## src/rtl/tstc_pkg.sv

```systemverilog
// package: register map, field positions and types for the timer status/trigger block
package tstc_pkg;
  // register indices on the plain register port
  localparam logic [1:0] ADDR_FLAG_OUT = 2'h0;
  localparam logic [1:0] ADDR_TRIG_CLK = 2'h1;
  localparam logic [1:0] ADDR_MAIN_CTL = 2'h2;
  localparam int ADDR_W = 2;
  // flag/output-select register fields
  localparam int BIT_MATCH_B = 7;
  localparam int BIT_MATCH_A = 6;
  localparam int BIT_OVF = 5;
  localparam int BIT_FO_RSV = 4;
  localparam int FLD_ACT_B_LO = 2;
  localparam int FLD_ACT_A_LO = 0;
  // trigger/clock control fields
  localparam int FLD_EDGE_LO = 3;
  localparam int BIT_TRIG_EN = 2;
  localparam int BIT_REFINE = 0;
  localparam logic [7:0] TRIG_RSV_MASK = 8'he2;
  // main control fields
  localparam int BIT_IE_B = 7;
  localparam int BIT_IE_A = 6;
  localparam int BIT_IE_OVF = 5;
  localparam int FLD_CLR_LO = 3;
  localparam int FLD_CKS_LO = 0;
  localparam logic [7:0] REG_RESET = 8'h00;
  localparam logic [7:0] COUNT_MAX = 8'hff;
  localparam logic [7:0] CONST_RESET = 8'hff;
  localparam int DIV_W = 7;

  // output action per match
  typedef enum logic [1:0] {
    TSTC_ACT_KEEP = 2'h0,
    TSTC_ACT_LOW = 2'h1,
    TSTC_ACT_HIGH = 2'h2,
    TSTC_ACT_TOGGLE = 2'h3
  } tstc_act_t;

  // trigger edge choice
  typedef enum logic [1:0] {
    TSTC_EDGE_OFF = 2'h0,
    TSTC_EDGE_RISE = 2'h1,
    TSTC_EDGE_FALL = 2'h2,
    TSTC_EDGE_BOTH = 2'h3
  } tstc_edge_t;

  // counter clear source
  typedef enum logic [1:0] {
    TSTC_CLR_NONE = 2'h0,
    TSTC_CLR_A = 2'h1,
    TSTC_CLR_B = 2'h2,
    TSTC_CLR_PIN = 2'h3
  } tstc_clr_t;

  // events of the counter in one cycle
  typedef struct packed {
    logic match_a;
    logic match_b;
    logic overflow;
  } tstc_evt_t;
endpackage

```

## src/rtl/tstc_timer.sv

```systemverilog
// timer with status flags, waveform output, trigger start/stop and clock select
`timescale 1ns/1ns

// ==========================================================================
// timer core
// ==========================================================================
// How it works
// - set match-B flag (bit 7) when count equals constant B
// - set match-A flag (bit 6) when count equals constant A
// - set overflow flag (bit 5) when count wraps from ff to 00
// - a flag clears only on writing 0 after it was read as 1
// - status bit 4 always reads as 1
// - match B drives output per bits 3:2: keep, low, high, toggle
// - match A drives output per bits 1:0 with the same encoding
// - actions for A and B are independent, each from its own field
// - after reset the output is low until the first match
// - trigger edge from bits 4:3: off, rising, falling, both
// - trigger enabled: halt after match clear, start on selected edge
// - trigger disabled: no start from edges and no halt after clear
// - trigger register bits 7:5 and bit 1 read as 1
// - refine bit 0 combines with 3-bit clock select for counter clock
// - internal codes pick div 4/8, 16/32, 64/128; count on falling edge
// - after a halt, counting resumes on the selected trigger edge
// - simultaneous matches resolve toggle over high over low
// - interrupt for each flag only while its enable bit is 1
module tstc_timer #(
  parameter int CNT_W = 8
) (
  input wire logic mclk,
  input wire logic rst,
  input wire logic [tstc_pkg::ADDR_W-1:0] reg_addr,
  input wire logic [7:0] reg_wdata,
  input wire logic reg_wr,
  input wire logic reg_rd,
  output logic [7:0] reg_rdata,
  input wire logic [CNT_W-1:0] count_value,
  input wire logic [CNT_W-1:0] constant_a,
  input wire logic [CNT_W-1:0] constant_b,
  input wire logic trigger_in,
  input wire logic ext_clk_in,
  output logic count_tick,
  output logic count_clear,
  output logic waveform_out,
  output logic irq_match_a,
  output logic irq_match_b,
  output logic irq_overflow
);

  // ========================================================================
  // helpers
  // ========================================================================
  // one match action applied to a level
  function automatic logic apply_act(input tstc_pkg::tstc_act_t a, input logic cur);
    logic r;
    r = cur;
    unique case (a)
      tstc_pkg::TSTC_ACT_KEEP: r = cur;
      tstc_pkg::TSTC_ACT_LOW: r = 1'b0;
      tstc_pkg::TSTC_ACT_HIGH: r = 1'b1;
      tstc_pkg::TSTC_ACT_TOGGLE: r = ~cur;
    endcase
    return r;
  endfunction

  // edge detect against a selection code
  function automatic logic edge_hit(input logic [1:0] sel, input logic now, input logic was);
    logic rise;
    logic fall;
    rise = now & ~was;
    fall = ~now & was;
    return (sel[0] & rise) | (sel[1] & fall);
  endfunction

  // ========================================================================
  // pin synchronisers
  // ========================================================================
  logic [1:0] trig_sync_q, trig_sync_d;
  logic trig_prev_q, trig_prev_d;
  logic [1:0] ext_sync_q, ext_sync_d;
  logic ext_prev_q, ext_prev_d;

  // two stages before any logic looks at a pin
  always_comb begin
    trig_sync_d = {trig_sync_q[0], trigger_in};
    trig_prev_d = trig_sync_q[1];
    ext_sync_d = {ext_sync_q[0], ext_clk_in};
    ext_prev_d = ext_sync_q[1];
  end

  always_ff @(posedge mclk or posedge rst) begin
    if (rst) begin
      trig_sync_q <= 2'h0;
      trig_prev_q <= 1'b0;
      ext_sync_q <= 2'h0;
      ext_prev_q <= 1'b0;
    end else begin
      trig_sync_q <= trig_sync_d;
      trig_prev_q <= trig_prev_d;
      ext_sync_q <= ext_sync_d;
      ext_prev_q <= ext_prev_d;
    end
  end

  // ========================================================================
  // registers
  // ========================================================================
  logic [2:0] flags_q, flags_d; // {match_b, match_a, overflow}
  logic [2:0] seen_q, seen_d; // flag was read as 1
  logic [3:0] act_sel_q, act_sel_d;
  logic [1:0] edge_sel_q, edge_sel_d;
  logic trig_en_q, trig_en_d;
  logic refine_q, refine_d;
  logic [7:0] main_ctl_q, main_ctl_d;
  logic [7:0] rdata_q, rdata_d;
  logic [7:0] flag_reg_view;
  logic [7:0] trig_reg_view;
  tstc_pkg::tstc_evt_t evt;
  logic [2:0] evt_vec;
  logic wr_fo;

  // register views; reserved bits forced to 1
  always_comb begin
    flag_reg_view = tstc_pkg::REG_RESET;
    flag_reg_view[tstc_pkg::BIT_MATCH_B] = flags_q[2];
    flag_reg_view[tstc_pkg::BIT_MATCH_A] = flags_q[1];
    flag_reg_view[tstc_pkg::BIT_OVF] = flags_q[0];
    flag_reg_view[tstc_pkg::BIT_FO_RSV] = 1'b1;
    flag_reg_view[tstc_pkg::FLD_ACT_A_LO+:4] = act_sel_q;
    trig_reg_view = tstc_pkg::TRIG_RSV_MASK;
    trig_reg_view[tstc_pkg::FLD_EDGE_LO+:2] = edge_sel_q;
    trig_reg_view[tstc_pkg::BIT_TRIG_EN] = trig_en_q;
    trig_reg_view[tstc_pkg::BIT_REFINE] = refine_q;
  end

  // flag set/clear and control writes; set beats clear in the same cycle
  always_comb begin
    evt_vec = {evt.match_b, evt.match_a, evt.overflow};
    wr_fo = reg_wr && (reg_addr == tstc_pkg::ADDR_FLAG_OUT);
    flags_d = flags_q;
    seen_d = seen_q;
    act_sel_d = act_sel_q;
    edge_sel_d = edge_sel_q;
    trig_en_d = trig_en_q;
    refine_d = refine_q;
    main_ctl_d = main_ctl_q;
    rdata_d = tstc_pkg::REG_RESET;
    if (reg_rd) begin
      unique case (reg_addr)
        tstc_pkg::ADDR_FLAG_OUT: begin
          rdata_d = flag_reg_view;
          seen_d = seen_q | flags_q; // arm the clear
        end
        tstc_pkg::ADDR_TRIG_CLK: rdata_d = trig_reg_view;
        tstc_pkg::ADDR_MAIN_CTL: rdata_d = main_ctl_q;
        default: rdata_d = tstc_pkg::REG_RESET; // unmapped reads zero
      endcase
    end
    if (wr_fo) begin
      // clear only where written 0 and armed by an earlier read of 1
      flags_d = flags_q & ~(seen_q & ~reg_wdata[tstc_pkg::BIT_OVF+:3]);
      seen_d = 3'h0;
      act_sel_d = reg_wdata[tstc_pkg::FLD_ACT_A_LO+:4];
    end
    if (reg_wr && reg_addr == tstc_pkg::ADDR_TRIG_CLK) begin
      edge_sel_d = reg_wdata[tstc_pkg::FLD_EDGE_LO+:2];
      trig_en_d = reg_wdata[tstc_pkg::BIT_TRIG_EN];
      refine_d = reg_wdata[tstc_pkg::BIT_REFINE];
    end
    if (reg_wr && reg_addr == tstc_pkg::ADDR_MAIN_CTL) begin
      main_ctl_d = reg_wdata;
    end
    flags_d = flags_d | evt_vec;
  end

  always_ff @(posedge mclk or posedge rst) begin
    if (rst) begin
      flags_q <= 3'h0;
      seen_q <= 3'h0;
      act_sel_q <= 4'h0;
      edge_sel_q <= 2'h0;
      trig_en_q <= 1'b0;
      refine_q <= 1'b0;
      main_ctl_q <= tstc_pkg::REG_RESET;
      rdata_q <= tstc_pkg::REG_RESET;
    end else begin
      flags_q <= flags_d;
      seen_q <= seen_d;
      act_sel_q <= act_sel_d;
      edge_sel_q <= edge_sel_d;
      trig_en_q <= trig_en_d;
      refine_q <= refine_d;
      main_ctl_q <= main_ctl_d;
      rdata_q <= rdata_d;
    end
  end

  assign reg_rdata = rdata_q;

  // each flag gated by its own enable
  assign irq_match_b = flags_q[2] & main_ctl_q[tstc_pkg::BIT_IE_B];
  assign irq_match_a = flags_q[1] & main_ctl_q[tstc_pkg::BIT_IE_A];
  assign irq_overflow = flags_q[0] & main_ctl_q[tstc_pkg::BIT_IE_OVF];

  // ========================================================================
  // clock select and count tick
  // ========================================================================
  localparam int DIV_W_L = tstc_pkg::DIV_W;
  logic [DIV_W_L-1:0] div_q, div_d;
  logic int_clk_q, int_clk_d;
  logic halted_q, halted_d;
  logic [2:0] cks;
  logic src_tick;
  logic trig_hit;
  tstc_pkg::tstc_clr_t clr_sel;

  // internal tap: code 1/2/3 -> div 4,16,64; refine picks the slower neighbour
  always_comb begin
    logic [2:0] tap;
    tap = 3'h0;
    cks = main_ctl_q[tstc_pkg::FLD_CKS_LO+:3];
    div_d = div_q + 1'b1;
    // codes 0 and 4 keep tap at 0 so the index never leaves the divider
    if (cks[1:0] != 2'h0) begin
      tap = 3'((2 * cks[1:0]) - 1) + 3'(refine_q);
    end
    int_clk_d = div_q[tap];
    src_tick = 1'b0;
    if (!cks[2]) begin
      // falling edge of the divided clock, so a source switch may add a tick
      src_tick = (cks[1:0] != 2'h0) & int_clk_q & ~int_clk_d;
    end else begin
      src_tick = edge_hit(cks[1:0], ext_sync_q[1], ext_prev_q);
    end
  end

  // counter clear from the chosen match, trigger start and halt
  always_comb begin
    clr_sel = tstc_pkg::tstc_clr_t'(main_ctl_q[tstc_pkg::FLD_CLR_LO+:2]);
    trig_hit = edge_hit(edge_sel_q, trig_sync_q[1], trig_prev_q);
    count_clear = (clr_sel == tstc_pkg::TSTC_CLR_A && evt.match_a) ||
                  (clr_sel == tstc_pkg::TSTC_CLR_B && evt.match_b);
    halted_d = halted_q;
    if (!trig_en_q) begin
      halted_d = 1'b0;
    end else if (count_clear) begin
      halted_d = 1'b1;
    end else if (trig_hit) begin
      halted_d = 1'b0;
    end
    count_tick = src_tick & ~halted_q & ~count_clear;
  end

  always_ff @(posedge mclk or posedge rst) begin
    if (rst) begin
      div_q <= '0;
      int_clk_q <= 1'b0;
      halted_q <= 1'b0;
    end else begin
      div_q <= div_d;
      int_clk_q <= int_clk_d;
      halted_q <= halted_d;
    end
  end

  // ========================================================================
  // events and waveform output
  // ========================================================================
  logic wave_q, wave_d;
  logic [CNT_W-1:0] last_cnt_q, last_cnt_d;
  logic cnt_valid_q, cnt_valid_d;
  tstc_pkg::tstc_act_t act_a, act_b, act_win;

  // match fires once per new count value; overflow when ff goes to 00
  always_comb begin
    last_cnt_d = count_value;
    cnt_valid_d = 1'b1;
    evt.match_a = (count_value == constant_a) &&
                  (!cnt_valid_q || last_cnt_q != count_value);
    evt.match_b = (count_value == constant_b) &&
                  (!cnt_valid_q || last_cnt_q != count_value);
    evt.overflow = cnt_valid_q && last_cnt_q == CNT_W'(tstc_pkg::COUNT_MAX) &&
                   count_value == '0;
  end

  // each field drives its own match; toggle beats high beats low
  always_comb begin
    act_a = evt.match_a ? tstc_pkg::tstc_act_t'(act_sel_q[1:0]) : tstc_pkg::TSTC_ACT_KEEP;
    act_b = evt.match_b ? tstc_pkg::tstc_act_t'(act_sel_q[3:2]) : tstc_pkg::TSTC_ACT_KEEP;
    act_win = (act_a > act_b) ? act_a : act_b;
    wave_d = apply_act(act_win, wave_q);
  end

  always_ff @(posedge mclk or posedge rst) begin
    if (rst) begin
      wave_q <= 1'b0;
      last_cnt_q <= '0;
      cnt_valid_q <= 1'b0;
    end else begin
      wave_q <= wave_d;
      last_cnt_q <= last_cnt_d;
      cnt_valid_q <= cnt_valid_d;
    end
  end

  assign waveform_out = wave_q;

endmodule

```

## config.mk

```make
export PLATFORM = sky130hd
export DESIGN_NAME = tstc_timer
export DESIGN_NICKNAME = d
export VERILOG_FILES = /design/src/rtl/tstc_pkg.sv /design/src/rtl/tstc_timer.sv
export SDC_FILE = /design/constraint.sdc
export NUM_CORES = 1
export LEC_CHECK = 0
export BUFFER_PORTS_ARGS = -buffer_cell sky130_fd_sc_hd__buf_2
export CORE_UTILIZATION = 55
export DETAILED_ROUTE_END_ITERATION = 10
export PLACE_DENSITY_LB_ADDON = 0.25
export SLEW_MARGIN = 20
export SYNTH_ARGS = -nofsm -noshare
export SYNTH_HDL_FRONTEND = slang
export SYNTH_SLANG_ARGS = --single-unit
```

## constraint.sdc

```tcl
create_clock -name mclk -period 3.4 [get_ports mclk]
set_input_delay 0.68 -clock mclk [delete_from_list [all_inputs] [get_ports mclk]]
set_output_delay 0.68 -clock mclk [all_outputs]
set_load 0.1 [all_outputs]
```

==> impl_metrics.yaml <==
global_route:
  grt_pass1_wl_mm: 8.35
  grt_max_degree: 34
  grt_pass1_vias: 1801
  track_usage_pct: 21.5
  grt-ovfl-total: 0
  antenna_found_initial: 0
worst_setup_path:
  rr_endpoint: "waveform_out$_DFFE_PP0P_"
  endpoint_kind: "output port"
  worst-path-max-fanout: 6
  startpoint_type: "flop"
  worstSetupPathType: "flop to output port"
  rrSetupSlack_ps: 950
  crit_arrival_ps: 2570
  crit_path_start: "refine_q$_DFFE_PP0P_"
  crit_required_ps: 2720
  reg2reg_depth: 12
  reg2reg_from: "last_cnt_q[7]$_DFF_PP0_"
sta:
  finalHoldViolCount: 0
  fin_skew_ps: 8.31
  maxSlewHeadroom_pct: 53.1
  worst_pin_slew_ps: 701
  slew_viol_final: 0
  fin_setup_tns_ps: 0
  max_freq_mhz: 308
  rsz0062_at_grt: "false"
  finalCriticalPeriod_ps: 3250
  timing.hold.ws_ps: 361
  timing.final.crit_share_pct: 95.5
  setup_viol: 0
die:
  io_pins: 54
  core_region_area_mm2: 0.00444
  row_count: 24
  die_w_um: 70.8
  die-area_mm2: 0.00501
  start_util_pct: 58.6
  fp.dieH_um: 70.8
yosys:
  synth_seq_area_share_pct: 52.9
  yosysTopAreaCell: "dfrtp_1"
  ys_top_cells_by_count: "55 x dfrtp_1, 20 x nand2_1, 18 x xor2_1"
  synth_edf_count: 0
  synth_top_family_by_area: "simple AND/OR/NAND/NOR gates"
  synth.distinct_cells: 40
  syn_area_mm2: 0.00260
  synth_compound_area_share_pct: 7.84
  ys_ff_latch: 55
  synthMuxAreaShare_pct: 8.85
  yosysMostFrequentCell: "dfrtp_1"
  syn_nets: 278
  synth_fa_ha_area_share_pct: 2.40
  synthArstFlopShare_pct: 100
  avgSynthCellArea_um2: 11.2
  syn_inst: 233
  synthFlopType: "dfrtp_1"
  synth_xor_area_share_pct: 9.76
  yosys.area_share.simple_pct: 16.3
  yosysWarnings: 0
  netlist_top_cells_area: "dfrtp_1 53%, mux2_2 6.9%, xor2_1 6.1%"
  synth_top_area_share_pct: 52.9
clocking:
  cts_buffers: 5
  cts_setup_buffers: 0
  clock_path_buffers: 2
  cts-root-buf: "clkbuf_8"
  clock-sinks: 55
  clkTransAtPathRegs_ps: 100
  clk_latency_ps: 300
  cts_tree: "built"
  cts_max_level: 2
placed_design:
  portBuffers: 53
  dpl.hpwl_mm: 3.70
  gp_congestion: 0.781
detailed_routing:
  avgRoutedWirePerCell_um: 14.2
  drt_wl_total_mm: 4.90
  via_count: 1856
  route.detailed.drc: 16
  viasPerCell: 5.36
  drt_iter0_markers: 93
  drtPass1Iterations: 7
  ant_nets: 0
final_layout:
  syn_to_final_growth_pct: 17.7
  n_antenna_cell: 0
  drive_gt1_share_pct: 29.6
  fillers: 345
  finalNetCount: 339
outcome:
  violations: "DRC"
  status: "finished, violations left"
power_and_ir_drop:
  ir_drop_v: 0.000389
  power_density_mw_per_mm2: 511
  p_leak_uw: 0.00149
hold_path:
  min_to: "ext_sync_q[1]$_DFF_PP0_"
  hp-class: "flop to flop"
  holdCritStartpoint: "ext_sync_q[0]$_DFF_PP0_"
  holdPathStages: 0
job:
  drv_cap: 0
-- final cells by class --
cell class	instances	area [µm²]	area share (%)
clock buffer	5	68.8	2.25
inverter	11	41.3	1.35
clock inverter	2	13.8	0.449
tap	52	65.1	2.12
multi-input combinational	165	1190	39.0
sequential	55	1380	45.0
timing repair buffer	56	303	9.88
-- placed cells by master, fill, tap and decap left out, drive strengths merged, types with 6 or more instances in the layout --
cell   count
nand2     20
nor4       6
dfrtp     55
a21oi      6
and2      13
nor2      12
xor2      18
o21ai     10
mux2      16
buf       56
inv       11
xnor2     11
-- report_power, final --
part	switching [µW]	total, µW	internal, µW
sequential	57.7	786	729
combinational	281	439	158
clock	200	341	141
-- layer usage --
| layer | GRT usage [%] | share of wire, % | wire [µm] | vias up |
|---|---|---|---|---|
| met2 | 33.9 | 47 | 2300 | 44 |
| met4 | 6.89 | 0.98 | 48 | 0 |
| met5 | 0 | 0 | 0 | - |
| met3 | 4.70 | 4.6 | 226 | 4 |
| li1 | - | - | - | 924 |
| met1 | 30.0 | 47 | 2330 | 884 |
-- registers in the layout, summed over array words and instances, names as in the netlist, 2 cells and up --
register / cells
trig_sync_q: 2
ext_sync_q: 2
div_q: 7
last_cnt_q: 8
edge_sel_q: 2
flags_q: 3
seen_q: 3
reg_rdata: 8
main_ctl_q: 8
act_sel_q: 4
-- worst max-delay path, cell delays in order (launching register included) --
cell,delay (ps)
dfrtp_2,430
inv_1,70
ha_1,350
nand2b_1,90
o32a_1,330
a221oi_1,340
o21ai_1,150
a211oi_4,280
buf_12,210
-- through the flow --
stage | setup slack, ps | power [µW] | instances | cell area [µm²] | utilization, %
CTS | 95.7 | 1580 | 346 | 3060 | 68.8
global route | 17.1 | 1640 | 346 | 3060 | 68.9
floorplan | 72.6 | 1110 | 233 | 2610 | -
finish | 154 | 1570 | 346 | 3060 | 68.9
detailed placement | 258 | 1230 | 339 | 2970 | 66.9
global placement | 357 | 1220 | 339 | 2970 | 66.9
-- logic make-up (layout without fill, tap and decap cells) --
kind of cell,after synthesis,count (layout)
AND/OR/NAND/NOR,78,78
flip-flops,55,55
AO/OA/AOI/OAI,31,31
XOR/XNOR,29,29
multiplexers,21,21
buffers and inverters,13,74
adder cells (fa/ha/maj),5,5
other,1,1
-- worst max-delay path by stage --
| stage | slack, ps | cells after the start | to |
|---|---|---|---|
| global placement | 360 | 12 | waveform_out$_DFFE_PP0P_ |
| global route | 20 | 8 | count_tick |
| finish | 150 | 8 | count_tick |
| CTS | 100 | 8 | count_tick |
| detailed placement | 260 | 12 | waveform_out$_DFFE_PP0P_ |
| floorplan | 70 | 5 | count_tick |
-- repair_timing --
action / CTS / global route
resized for setup: 0 / 2
hold buffers: 0 / 0
endpoints found under the setup margin: 0 / 1
No activity file was read; power rests on OpenSTA's default activity.
